**config.mk**
```make
export PLATFORM = sky130hd
export DESIGN_NAME = rsc_reset_ctrl
export DESIGN_NICKNAME = d
export VERILOG_FILES = /design/src/pkg/rsc_pkg.sv /design/src/verilog/rsc_reset_ctrl.sv
export VERILOG_INCLUDE_DIRS = /design/src /design/src/pkg
export SDC_FILE = /design/constraint.sdc
export NUM_CORES = 1
export LEC_CHECK = 0
export ABC_AREA = 1
export BUFFER_PORTS_ARGS = -buffer_cell sky130_fd_sc_hd__buf_2
export CORE_MARGIN = 1
export CORE_UTILIZATION = 50
export DETAILED_ROUTE_END_ITERATION = 6
export PLACE_DENSITY = 0.76
export SLEW_MARGIN = 20
export SYNTH_ARGS = -nofsm -noshare
export SYNTH_HDL_FRONTEND = slang
export SYNTH_SLANG_ARGS = --single-unit
export TNS_END_PERCENT = 10
```
**constraint.sdc**
```tcl
create_clock -name clk_sys_i -period 1.75 [get_ports clk_sys_i]
set_clock_uncertainty 0.1 [all_clocks]
set_input_delay 0.35 -clock clk_sys_i [delete_from_list [all_inputs] [get_ports clk_sys_i]]
set_output_delay 0.35 -clock clk_sys_i [all_outputs]
set_load 0.02 [all_outputs]
```
**src/pkg/rsc_regs.svh**
```systemverilog
// Register map, field positions, reset values and timing counts
`ifndef RSC_REGS_SVH
`define RSC_REGS_SVH

`define RSC_ADDR_W          2
`define RSC_DATA_W          8
`define RSC_PC_W            15

`define RSC_ADDR_BROWNOUT_CONTROL     2'h0
`define RSC_ADDR_RESET_CAUSE_REG       2'h1
`define RSC_ADDR_STATUS     2'h2

`define RSC_BROWNOUT_CONTROL_SWEN     7
`define RSC_BROWNOUT_CONTROL_FS       6
`define RSC_BROWNOUT_CONTROL_RDY      0
`define RSC_BROWNOUT_CONTROL_SWEN_RST 1'b1
`define RSC_BROWNOUT_CONTROL_FS_RST   1'b0

`define RSC_RESET_CAUSE_REG_OVF        7
`define RSC_RESET_CAUSE_REG_UNF        6
`define RSC_RESET_CAUSE_REG_WDT        4
`define RSC_RESET_CAUSE_REG_PIN        3
`define RSC_RESET_CAUSE_REG_INSTR      2
`define RSC_RESET_CAUSE_REG_POR        1
`define RSC_RESET_CAUSE_REG_BOR        0
`define RSC_RESET_CAUSE_REG_MASK       8'hDF
`define RSC_RESET_CAUSE_REG_POR_VAL    8'h1C

`define RSC_STATUS_TO       4
`define RSC_STATUS_PD       3

`define RSC_MODE_OFF        2'h0
`define RSC_MODE_SW         2'h1
`define RSC_MODE_NOSLEEP    2'h2
`define RSC_MODE_ON         2'h3

`define RSC_VEC_RESET       15'h0000
`define RSC_VEC_IRQ         15'h0004

`define RSC_CLK_PERIOD_NS   10
`define RSC_POWERUP_TIMER_TIME_MS    64
`define RSC_POWERUP_TIMER_CYC  ((`RSC_POWERUP_TIMER_TIME_MS * 1000000) / `RSC_CLK_PERIOD_NS)
`define RSC_START_DLY_CYC   10
`define RSC_FILT_CYC        3'h4
`define RSC_CNT_W           23

`endif

```
**src/pkg/rsc_pkg.sv**
```systemverilog
// Types shared by the reset controller
package rsc_pkg;
	typedef enum logic [2:0] {
		ST_HOLD,
		ST_POWERUP_TIMER,
		ST_MASTER_CLEAR_PIN_WAIT,
		ST_START_DLY,
		ST_RUN
	} rsc_state_t;
endpackage

```
**src/verilog/rsc_reset_ctrl.sv**
```systemverilog
// Reset sources, start-up sequencer and reset cause flags
//
// Notes on behaviour
// - Mode 01: software bit gates brown-out detection
// - Fast start forces band gap in modes 10/01
// - Brown-out control bit 0 shows circuit ready
// - Low-power detector resets, clears brown-out flag
// - Low-power detector enabled only by fuse
// - Pin reset off only if both fuses 0
// - Pin held low holds reset; glitches filtered
// - Reset logic never drives the pin
// - Pin disabled: general input, software pull-up
// - Watchdog time-out resets, updates time-out flags
// - Reset instruction resets, clears its flag
// - Stack over/underflow resets when enabled, sets flag
// - Programming exit behaves as power-on reset
// - Start waits for timer and pin release
// - Timer independent; run 10 cycles after release
// - Power-on: PC 0, status 11, flags 00110x
// - Brown-out: PC 0, status 11, flags 0011u0
// - Pin reset clears flag; sleep also TO1 PD0
// - Watchdog reset/wake flags and PC
// - Interrupt wake: PD0, vector 0004h if enabled
// - Power-up timer holds 64 ms after release
// - Hardware clears cause flags and sets stack flags; software writes them back
`timescale 1ns/10ps
`include "rsc_regs.svh"

module rsc_reset_ctrl #(
	parameter int unsigned POWERUP_TIMER_CYCLES = `RSC_POWERUP_TIMER_CYC
) (
	input  wire logic                    clk_sys_i,
	input  wire logic                    reset_n_i,
	input  wire logic [`RSC_ADDR_W-1:0]  reg_addr_i,
	input  wire logic [`RSC_DATA_W-1:0]  reg_wdata_i,
	input  wire logic                    reg_wr_i,
	input  wire logic                    reg_rd_i,
	output logic      [`RSC_DATA_W-1:0]  reg_rdata_o,
	input  wire logic [1:0]              brownout_mode_cfg_i,
	input  wire logic                    low_power_brownout_fuse_i,
	input  wire logic                    master_clear_pin_enable_i,
	input  wire logic                    low_voltage_programming_i,
	input  wire logic                    powerup_timer_enable_n_i,
	input  wire logic                    stack_reset_enable_i,
	input  wire logic                    brownout_ready_i,
	input  wire logic                    brownout_low_i,
	input  wire logic                    lp_brownout_low_i,
	input  wire logic                    master_clear_pin_i,
	input  wire logic                    pullup_sw_i,
	output logic                         master_clear_pin_o,
	output logic                         master_clear_pin_oe_o,
	output logic                         gp_input_o,
	output logic                         weak_pullup_en_o,
	input  wire logic                    sleep_i,
	input  wire logic                    watchdog_timeout_i,
	input  wire logic                    reset_instr_i,
	input  wire logic                    stack_overflow_i,
	input  wire logic                    stack_underflow_i,
	input  wire logic                    prog_mode_i,
	input  wire logic                    irq_wake_i,
	input  wire logic                    global_irq_enable_i,
	input  wire logic [`RSC_PC_W-1:0]    pc_i,
	output logic                         device_reset_o,
	output logic                         brownout_detect_en_o,
	output logic                         bandgap_force_on_o,
	output logic                         pc_load_o,
	output logic      [`RSC_PC_W-1:0]    pc_value_o,
	output logic                         push_return_o
);

	localparam logic [`RSC_CNT_W-1:0] POWERUP_TIMER_LAST =
		`RSC_CNT_W'(POWERUP_TIMER_CYCLES - 1);
	localparam logic [`RSC_CNT_W-1:0] DLY_LAST =
		`RSC_CNT_W'(`RSC_START_DLY_CYC - 1);

	function automatic logic bor_active(input logic [1:0] mode,
		input logic sleep, input logic sw_en);
		case (mode)
			`RSC_MODE_ON:      bor_active = 1'b1;
			`RSC_MODE_NOSLEEP: bor_active = !sleep;
			`RSC_MODE_SW:      bor_active = sw_en;
			default:           bor_active = 1'b0;
		endcase
	endfunction

	rsc_pkg::rsc_state_t      state;
	rsc_pkg::rsc_state_t      next_state;
	logic [`RSC_CNT_W-1:0]    cnt;
	logic [`RSC_CNT_W-1:0]    next_cnt;
	logic                     seen;
	logic                     next_seen;
	logic [2:0]               filt_cnt;
	logic                     sw_bor;
	logic                     bor_fs;
	logic                     bor_rdy;
	logic [`RSC_DATA_W-1:0]   reset_cause_reg;
	logic [`RSC_DATA_W-1:0]   next_reset_cause_reg;
	logic                     to_n;
	logic                     next_to_n;
	logic                     pd_n;
	logic                     next_pd_n;
	logic                     prog_q;
	logic                     vec_pend;

	wire run        = (state == rsc_pkg::ST_RUN);
	wire master_clear_pin_en    = master_clear_pin_enable_i | low_voltage_programming_i;
	wire master_clear_pin_held  = (filt_cnt == `RSC_FILT_CYC);
	wire master_clear_pin_stall = master_clear_pin_en & master_clear_pin_held;
	wire master_clear_pin_start = run & master_clear_pin_stall;
	wire bor_en     = bor_active(brownout_mode_cfg_i, sleep_i, sw_bor);
	wire bor_trip   = bor_en & bor_rdy & brownout_low_i;
	// An erased fuse reads 1, which leaves the low-power detector off
	wire lp_trip    = !low_power_brownout_fuse_i & lp_brownout_low_i;
	wire brown_evt  = bor_trip | lp_trip;
	wire prog_exit  = prog_q & !prog_mode_i;
	wire hold_power = brown_evt | prog_mode_i;
	wire bor_wait   = brownout_mode_cfg_i[1] & !bor_rdy;
	wire wdt_rst    = run & watchdog_timeout_i & !sleep_i;
	wire wdt_wake   = run & watchdog_timeout_i & sleep_i;
	wire irq_wake   = run & irq_wake_i & sleep_i;
	wire instr_rst  = run & reset_instr_i;
	wire ovf_rst    = run & stack_reset_enable_i & stack_overflow_i;
	wire unf_rst    = run & stack_reset_enable_i & stack_underflow_i;
	wire soft_rst   = wdt_rst | instr_rst | ovf_rst | unf_rst;
	wire fs_live    = (brownout_mode_cfg_i == `RSC_MODE_NOSLEEP) |
		(brownout_mode_cfg_i == `RSC_MODE_SW);
	wire wr_brownout_control  = reg_wr_i & (reg_addr_i == `RSC_ADDR_BROWNOUT_CONTROL);
	wire wr_reset_cause_reg    = reg_wr_i & (reg_addr_i == `RSC_ADDR_RESET_CAUSE_REG);
	wire enter_run  = !run & (next_state == rsc_pkg::ST_RUN);
	wire wake_load  = !soft_rst & !master_clear_pin_stall & (wdt_wake | irq_wake);
	wire [`RSC_PC_W-1:0] pc_next = `RSC_PC_W'(pc_i + 1'b1);

	wire [`RSC_DATA_W-1:0] brownout_control_rd = {sw_bor, bor_fs, 5'h00, bor_rdy};
	wire [`RSC_DATA_W-1:0] status_rd = {3'h0, to_n, pd_n, 3'h0};
	wire [`RSC_DATA_W-1:0] rd_mux =
		(reg_addr_i == `RSC_ADDR_BROWNOUT_CONTROL) ? brownout_control_rd :
		(reg_addr_i == `RSC_ADDR_RESET_CAUSE_REG)   ? reset_cause_reg :
		(reg_addr_i == `RSC_ADDR_STATUS) ? status_rd : 8'h00;

	// Start-up and reset sequencing
	always_comb begin
		next_state = state;
		next_cnt = cnt;
		next_seen = seen;
		case (state)
			rsc_pkg::ST_HOLD: begin
				if (!(hold_power | bor_wait)) begin
					next_cnt = '0;
					next_state = powerup_timer_enable_n_i ?
						rsc_pkg::ST_MASTER_CLEAR_PIN_WAIT : rsc_pkg::ST_POWERUP_TIMER;
				end
			end
			rsc_pkg::ST_POWERUP_TIMER: begin
				// Pin is ignored here so the timer runs on its own
				if (cnt == POWERUP_TIMER_LAST)
					next_state = rsc_pkg::ST_MASTER_CLEAR_PIN_WAIT;
				else
					next_cnt = cnt + 1'b1;
			end
			rsc_pkg::ST_MASTER_CLEAR_PIN_WAIT: begin
				if (master_clear_pin_stall) begin
					next_seen = 1'b1;
				end else if (seen) begin
					next_state = rsc_pkg::ST_START_DLY;
					next_cnt = '0;
				end else begin
					next_state = rsc_pkg::ST_RUN;
				end
			end
			rsc_pkg::ST_START_DLY: begin
				if (cnt == DLY_LAST) begin
					next_state = rsc_pkg::ST_RUN;
					next_seen = 1'b0;
				end else begin
					next_cnt = cnt + 1'b1;
				end
			end
			rsc_pkg::ST_RUN: begin
				if (master_clear_pin_stall) begin
					next_state = rsc_pkg::ST_MASTER_CLEAR_PIN_WAIT;
					next_seen = 1'b1;
				end else if (soft_rst) begin
					next_state = rsc_pkg::ST_MASTER_CLEAR_PIN_WAIT;
					next_seen = 1'b0;
				end
			end
			default: begin
				next_state = rsc_pkg::ST_HOLD;
			end
		endcase
		if (hold_power) begin
			next_state = rsc_pkg::ST_HOLD;
			next_seen = 1'b0;
		end
	end

	// Cause flags: software write first, hardware events override it
	always_comb begin
		next_reset_cause_reg = reset_cause_reg;
		next_to_n = to_n;
		next_pd_n = pd_n;
		if (wr_reset_cause_reg)
			next_reset_cause_reg = reg_wdata_i & `RSC_RESET_CAUSE_REG_MASK;
		if (master_clear_pin_start) begin
			next_reset_cause_reg[`RSC_RESET_CAUSE_REG_PIN] = 1'b0;
			if (sleep_i) begin
				next_to_n = 1'b1;
				next_pd_n = 1'b0;
			end
		end
		if (wdt_rst) begin
			next_reset_cause_reg[`RSC_RESET_CAUSE_REG_WDT] = 1'b0;
			next_to_n = 1'b0;
		end
		if (wdt_wake) begin
			next_to_n = 1'b0;
			next_pd_n = 1'b0;
		end
		if (irq_wake) begin
			next_to_n = 1'b1;
			next_pd_n = 1'b0;
		end
		if (instr_rst)
			next_reset_cause_reg[`RSC_RESET_CAUSE_REG_INSTR] = 1'b0;
		if (ovf_rst)
			next_reset_cause_reg[`RSC_RESET_CAUSE_REG_OVF] = 1'b1;
		if (unf_rst)
			next_reset_cause_reg[`RSC_RESET_CAUSE_REG_UNF] = 1'b1;
		if (brown_evt) begin
			next_reset_cause_reg = {2'b00, 1'b0, reset_cause_reg[`RSC_RESET_CAUSE_REG_WDT], 2'b11,
				reset_cause_reg[`RSC_RESET_CAUSE_REG_POR], 1'b0};
			next_to_n = 1'b1;
			next_pd_n = 1'b1;
		end
		if (prog_exit) begin
			next_reset_cause_reg = `RSC_RESET_CAUSE_REG_POR_VAL;
			next_to_n = 1'b1;
			next_pd_n = 1'b1;
		end
	end

	always_ff @(posedge clk_sys_i) begin
		if (!reset_n_i) begin
			state <= rsc_pkg::ST_HOLD;
			cnt <= '0;
			seen <= 1'b0;
			prog_q <= 1'b0;
			filt_cnt <= 3'h0;
		end else begin
			state <= next_state;
			cnt <= next_cnt;
			seen <= next_seen;
			prog_q <= prog_mode_i;
			// Counts consecutive low samples; short pulses never reach the top
			if (master_clear_pin_i)
				filt_cnt <= 3'h0;
			else if (!master_clear_pin_held)
				filt_cnt <= filt_cnt + 3'h1;
		end
	end

	always_ff @(posedge clk_sys_i) begin
		if (!reset_n_i) begin
			reset_cause_reg <= `RSC_RESET_CAUSE_REG_POR_VAL;
			to_n <= 1'b1;
			pd_n <= 1'b1;
		end else begin
			reset_cause_reg <= next_reset_cause_reg;
			to_n <= next_to_n;
			pd_n <= next_pd_n;
		end
	end

	always_ff @(posedge clk_sys_i) begin
		if (!reset_n_i) begin
			sw_bor <= `RSC_BROWNOUT_CONTROL_SWEN_RST;
			bor_fs <= `RSC_BROWNOUT_CONTROL_FS_RST;
		end else if (brown_evt | prog_exit) begin
			sw_bor <= `RSC_BROWNOUT_CONTROL_SWEN_RST;
			bor_fs <= `RSC_BROWNOUT_CONTROL_FS_RST;
		end else if (wr_brownout_control) begin
			sw_bor <= reg_wdata_i[`RSC_BROWNOUT_CONTROL_SWEN];
			bor_fs <= reg_wdata_i[`RSC_BROWNOUT_CONTROL_FS];
		end
	end

	always_ff @(posedge clk_sys_i) begin
		if (!reset_n_i) begin
			bor_rdy <= 1'b0;
			brownout_detect_en_o <= 1'b0;
			bandgap_force_on_o <= 1'b0;
			reg_rdata_o <= 8'h00;
			device_reset_o <= 1'b1;
			master_clear_pin_o <= 1'b0;
			master_clear_pin_oe_o <= 1'b0;
			gp_input_o <= 1'b0;
			weak_pullup_en_o <= 1'b1;
		end else begin
			bor_rdy <= bor_en & brownout_ready_i;
			brownout_detect_en_o <= bor_en;
			bandgap_force_on_o <= fs_live & bor_fs;
			reg_rdata_o <= reg_rd_i ? rd_mux : 8'h00;
			device_reset_o <= (next_state != rsc_pkg::ST_RUN);
			// The pin is sense-only: no reset source ever pulls it low
			master_clear_pin_o <= 1'b0;
			master_clear_pin_oe_o <= 1'b0;
			gp_input_o <= master_clear_pin_en ? 1'b0 : master_clear_pin_i;
			weak_pullup_en_o <= master_clear_pin_en | pullup_sw_i;
		end
	end

	// Program counter after reset or wake-up
	always_ff @(posedge clk_sys_i) begin
		if (!reset_n_i) begin
			pc_load_o <= 1'b0;
			pc_value_o <= `RSC_VEC_RESET;
			vec_pend <= 1'b0;
			push_return_o <= 1'b0;
		end else begin
			pc_load_o <= enter_run | wake_load | vec_pend;
			if (enter_run)
				pc_value_o <= `RSC_VEC_RESET;
			else if (vec_pend)
				pc_value_o <= `RSC_VEC_IRQ;
			else if (wake_load)
				pc_value_o <= pc_next;
			vec_pend <= wake_load & irq_wake & global_irq_enable_i;
			push_return_o <= vec_pend;
		end
	end
endmodule // rsc_reset_ctrl

```
==> results of run 1 <==
[cell type report]
| cell class | count | area (sq um) | share of cell area [%] |
|---|---|---|---|
| multi-input cells | 493 | 2630 | 46.0 |
| well taps | 105 | 131 | 2.30 |
| repair buffers | 136 | 911 | 15.9 |
| clock buffers | 10 | 138 | 2.41 |
| inverters | 84 | 320 | 5.61 |
| clock inverters | 6 | 97.6 | 1.71 |
| flip-flops and latches | 73 | 1490 | 26.0 |
[metrics by stage]
stage          area, sq um  setup slack [ns]
6_report              5710           -0.0653
5_1_grt               5710            -0.164
4_1_cts               5490           0.00142
3_5_place_dp          5190            -0.357
3_3_place_gp          5190            -0.240
2_1_floorplan         4390           0.00512
[worst max-delay path: stages (launching register included)]
cell	delay, ns
dfxtp_1	0.32
nor2_1	0.21
nand2_1	0.10
nor2_1	0.20
nand3_2	0.12
nor2_2	0.14
nor2_2	0.06
nand3_4	0.13
clkbuf_16	0.17
nand2_1	0.05
a21oi_1	0.14
[power breakdown]
| group | switching (mW) | leakage, nW | internal, mW |
|---|---|---|---|
| combinational | 0.235 | 1.79 | 0.170 |
| clock | 0.705 | 0.119 | 0.865 |
| sequential | 0.0140 | 0.598 | 1.68 |
[kinds of logic after synthesis]
| family | synth area share [%] |
|---|---|
| XOR/XNOR | 3.81 |
| AO/OA/AOI/OAI | 8.97 |
| AND/OR/NAND/NOR | 40.7 |
| buffers and inverters | 10.4 |
| other | 0.0859 |
| flip-flops | 33.5 |
| adder cells (fa/ha/maj) | 2.58 |
[synthesized netlist by cell type]
cell	number
nand2_2	4
nand3_2	8
nor3b_1	2
or2_1	1
buf_4	4
o21ai_0	15
xor2_1	15
nand2_4	3
a21oi_1	41
conb_1	1
buf_12	1
nand3_1	63
xnor2_1	4
nor2_2	9
and3_1	2
ha_1	9
nor2_4	4
buf_2	5
nand3_4	1
o21bai_1	1
clkbuf_1	5
o31ai_1	1
inv_1	80
dfxtp_1	73
o21ai_2	1
o221ai_1	1
o21ai_1	9
a31oi_1	3
clkinv_1	1
nand3b_1	1
nand2_1	163
or2_2	5
nor2_8	1
nand4_1	13
nor3_1	9
a21o_1	2
nor2_1	99
buf_6	4
inv_2	3
[metal layers]
layer	track usage, %	vias to the layer above	part of all wire [%]
met5	0	-	0
met4	6.84	0	1.5
met3	5.02	19	7.1
met2	43.8	169	48
met1	32.6	2138	43
li1	-	2381	-
[how the worst min path moves through the flow]
stage	to	slack (ns)	cells past startpoint
detailed placement	reg_rdata_o[2]$_SDFF_PP0_	0.33	2
finish	weak_pullup_en_o$_SDFF_PN1_	0.08	2
global placement	reg_rdata_o[1]$_SDFF_PP0_	0.33	2
global route	weak_pullup_en_o$_SDFF_PN1_	0.08	2
floorplan	reg_rdata_o[2]$_SDFF_PP0_	0.31	2
CTS	weak_pullup_en_o$_SDFF_PN1_	0.08	2
[repair_timing]
action | CTS | global route
gates cloned | 0 | 2
setup buffers | 4 | 1
gates resized for setup | 14 | 49
setup endpoints to repair | 42 | 43
pin swaps | 4 | 15
==> reports/results.tsv, run 1 <==
metric	value	unit
outcome	complete, but fails checks	
violations	setup timing	
yosysWarnings	0	
drt_first_pass_iters	5	
final_cell_count_no_fill	907	
core.rowCount	33	
insertion_delay	0.35	ns
top_register	cnt	
h-tree-depth	3	
yosysSeqAreaShare	33.5	%
fin_crit	1.82	ns
drt_iter0_drc	334	
die_w	95.4	um
finalWirelength	11700	um
drv_cap	0	
design.portCount	81	
yosysTopAreaCellShare	33.5	%
hp-class	in2reg	
cp-start-kind	flip-flop	
wl_per_cell	12.9	um
finalSetupViolCount	14	
r2r_start	cnt[17]$_SDFFE_PN0P_	
cts_tree	done	
fin_setup_tns	-0.259	ns
die_y	95.4	um
ys_top_cells_by_area	dfxtp_1 33%, nand2_1 14%, nor2_1 8.5%, nand3_1 7.2%, inv_1 6.9%	
final_layout_size_suffix_gt1_share	29.6	%
grt_pass1_vias	4203	
cts_hold_buf	0	
nets	855	
avgSynthCellArea	6.54	sq um
crit_path_end	cnt[11]$_SDFFE_PN0P_	
vias	4707	
grtUsageTotal	25.6	%
syn-instance-count	667	
worstPathArrival	1.99	ns
num-fill-cells	728	
grt_max_degree	21	
die-area	9110	sq um
r2r.worst_path.cells	10	
powerDensity	642	nW/um^2
ys_types	39	
root_buffer	clkbuf_8	
synth-seq-cells	73	
finalHoldViolations	0	
fin_ws	-0.0653	ns
cts_buffer_depth	2	
syn_area	4370	sq um
max_freq	0.551	GHz
overflow	0	
cts_buffers	9	
antenna_found_initial	0	
min_from	pullup_sw_i	
startpoint	cnt[17]$_SDFFE_PN0P_	
core-area	8340	sq um
clk_pin_slew_worst_paths	0.09	ns
final_common_cell	nand2_1	
synth_top_area_cell	dfxtp_1	
ir_worst_vdd	0.472	mV
drc_errors	0	
total_leakage_power	2.51	nW
worstPathMaxFanout	5	
mostFrequentLayoutCells	158 x nand2_1, 87 x nor2_1, 78 x inv_1	
cp-end-kind	flip-flop	
ant_nets	0	
initial_utilization	52.3	%
syn_to_final_growth	30.8	%
largestRegisters	cnt x23, pc_value_o x15	
fin_util	68.5	%
io_buffers	76	
dp.cells	884	
rsz0062_at_grt	true	
r2r_slack	-0.07	ns
dp_hpwl	8670	um
cp.required	1.93	ns
whs	0.0818	ns
r2r_end	cnt[11]$_SDFFE_PN0P_	
grt_pass1_wl	18400	um
power	3.67	mW
antenna_cells	0	
viasPerCell	5.19	
min_period_over_period	104	%
drv_slew	0	
path_class	reg2reg	
place.gp.congestion	0.933	
clock_sinks	73	
largest_reg_flops	23	
No activity file was read; power rests on OpenSTA's default activity.
==> run 2: changes to the inputs <==
ABC_AREA = default   (was 1)
CORE_UTILIZATION = 49   (was 50)
==> reports/results.tsv, run 2 <==
metric	value	unit	change
largest_reg_flops	23		unchanged
fin_crit	2.09	ns	+0.274 ns
avgSynthCellArea	8.59	sq um	+31%
yosysTopAreaCellShare	38.7	%	+5.3 points
cts_tree	done		
r2r_end	cnt[16]$_SDFFE_PN0P_		
insertion_delay	0.36	ns	about the same
syn-instance-count	439		-34%
cts_buffer_depth	2		unchanged
yosys-top-cells-count	73 x dfxtp_1, 52 x nor2_1, 41 x nand2_1, 20 x xnor2_1, 19 x a211oi_1		
io_buffers	76		unchanged
clk_pin_slew_worst_paths	0.08	ns	about the same
yosysSeqAreaShare	38.7	%	+5.3 points
crit_path_end	cnt[16]$_SDFFE_PN0P_		
cp-end-kind	flip-flop		
async_flop_share	0	%	unchanged
grtUsageTotal	27.4	%	+1.9 points
antenna_cells	0		unchanged
nets	672		-21%
fin_ws	-0.339	ns	-0.274 ns
min_period_over_period	119	%	+16 points
drv_slew	0		unchanged
finalWirelength	11300	um	-3.9%
grt_max_degree	15		-29%
wl_per_cell	15.7	um	+21%
cp.required	1.94	ns	about the same
ys_top_cells_by_area	dfxtp_1 39%, nor2_1 5.2%, xnor2_1 4.6%, nand2_1 4.1%, a211oi_1 3.8%		
finalSetupViolCount	44		+30
drt_iter0_drc	181		-46%
synth-seq-cells	73		unchanged
drv_cap	0		unchanged
die-area	8050	sq um	-12%
clock_sinks	73		unchanged
cts_buffers	9		unchanged
r2r.worst_path.cells	7		-3
core-area	7330	sq um	-12%
num-fill-cells	519		-29%
slew_headroom	63.1	%	
outcome	complete, but fails checks		
die_y	89.7	um	-6.0%
vias	4034		-14%
synth_top_area_cell	dfxtp_1		
drt_first_pass_iters	5		unchanged
path_class	reg2reg		
final_layout_size_suffix_gt1_share	46.5	%	+17 points
synth_edf_count	0		unchanged
root_buffer	clkbuf_8		
ir_worst_vdd	0.393	mV	-17%
seq_area	1480	sq um	about the same
final_cell_count_no_fill	718		-21%
worstPathArrival	2.28	ns	+0.29 ns
core.rowCount	31		-6.1%
mostFrequentLayoutCells	94 x buf_4, 76 x buf_2, 61 x dfxtp_1		
cts_hold_buf	0		unchanged
hp-class	in2reg		
top_register	cnt		
h-tree-depth	3		unchanged
largestRegisters	cnt x23, pc_value_o x15		
startpoint	cnt[0]$_SDFFE_PN0P_		
rsz0062_at_grt	true		
synth_ff_type	dfxtp_1		
syn_to_final_growth	48.2	%	
whs	0.0751	ns	-0.00678 ns
ant_nets	0		unchanged
worst_pin_slew	0.548	ns	
place.gp.congestion	0.875		-6.2%
overflow	0		unchanged
worstPathMaxFanout	6		+1
finalHoldViolations	0		unchanged
dp_hpwl	7820	um	-9.8%
violations	setup timing		
dp.cells	683		-23%
r2r_start	cnt[0]$_SDFFE_PN0P_		
cp-start-kind	flip-flop		
syn_area	3770	sq um	-14%
viasPerCell	5.62		+8.3%
r2r_slack	-0.34	ns	-0.27 ns
powerDensity	619	nW/um^2	-3.7%
grt_pass1_wl	17900	um	-3.1%
grt_pass1_vias	4057		-3.5%
antenna_found_initial	0		unchanged
final_common_cell	buf_4		
max_freq	0.479	GHz	-13%
total_leakage_power	2.25	nW	-10%
drc_errors	0		unchanged
ys_types	57		+46%
design.portCount	81		unchanged
yosysWarnings	0		unchanged
die_w	89.7	um	-6.0%
multi_input_comb_area	2500	sq um	-5.0%
initial_utilization	51.5	%	-0.88 points
synth_most_common_cell	dfxtp_1		
==> run 2: cell families (layout without fill, tap and decap cells) <==
group           count (synthesis)  after routing  share of synthesized area (%)
buf+inv                        39            214                           4.91
fa+ha+maj                       9              9                           2.99
xor+xnor                       26             26                           6.04
mux                             8              8                           2.19
compound gates                 91             94                           18.5
flops                          73             73                           38.7
simple gates                  192            192                           26.5
other cells                     1              3                         0.0994
==> run 2: worst min-delay path by stage <==
stage,startpoint,end,slack (ns),cells past startpoint
after floorplan,reg_addr_i[1],reg_rdata_o[0]$_SDFF_PN0_,0.33,1
after CTS,pullup_sw_i,weak_pullup_en_o$_SDFF_PN1_,0.07,2
after detailed placement,pd_n$_SDFFE_PP1P_,pd_n$_SDFFE_PP1P_,0.36,2
after global placement,reset_cause_reg[0]$_SDFFE_PP0P_,reset_cause_reg[0]$_SDFFE_PP0P_,0.35,2
after global routing,pullup_sw_i,weak_pullup_en_o$_SDFF_PN1_,0.08,2
final,pullup_sw_i,weak_pullup_en_o$_SDFF_PN1_,0.08,2
==> run 2: worst max-delay path, cell delays in order, from the launching register on <==
cell and delay (ns):
dfxtp_4 0.38, ha_2 0.20, and4_4 0.25, nand4_1 0.18
o32ai_4 0.46, a21o_2 0.22, o31ai_1 0.11, a21oi_2 0.14
==> run 2: power by group <==
part,switching [mW],internal [mW],leakage (nW)
Combinational,0.237,0.200,1.56
Sequential,0.0135,1.68,0.597
Clock,0.666,0.663,0.0929
Total,0.917,2.54,2.25
==> run 2: routing by layer <==
layer	routed length, um	track usage [%]
met1	4310	29.0
met2	5980	51.5
met3	588	4.40
met4	378	15.3
met5	0	0
==> run 2: stage by stage <==
stage / cell area, sq um / util [%] / power (mW) / setup TNS, ns / setup slack (ns)
after CTS: 5480 / 74.8 / 3.46 / -10.14 / -0.334
after global placement: 4960 / 67.7 / 2.09 / -21.13 / -0.543
after floorplan: 3930 / - / 1.94 / -7.63 / -0.240
final: 5590 / 76.3 / 3.46 / -11.08 / -0.339
after detailed placement: 4960 / 67.7 / 2.10 / -24.95 / -0.641
after global routing: 5590 / 76.3 / 3.58 / -16.00 / -0.432
==> run 2: cell type report <==
class | count | area share, %
Clock inverter | 6 | 1.21
Clock buffer | 10 | 2.28
Sequential cell | 73 | 26.5
Tap cell | 99 | 2.22
Inverter | 18 | 1.30
Multi-Input combinational cell | 332 | 44.6
Timing Repair Buffer | 180 | 21.8
==> run 2: what timing repair did <==
action | in CTS | in global routing
setup endpoints to repair | 43 | 55
pin swaps | 29 | 8
gates resized for setup | 42 | 26
cloned | 3 | 1
setup buffers | 13 | 2
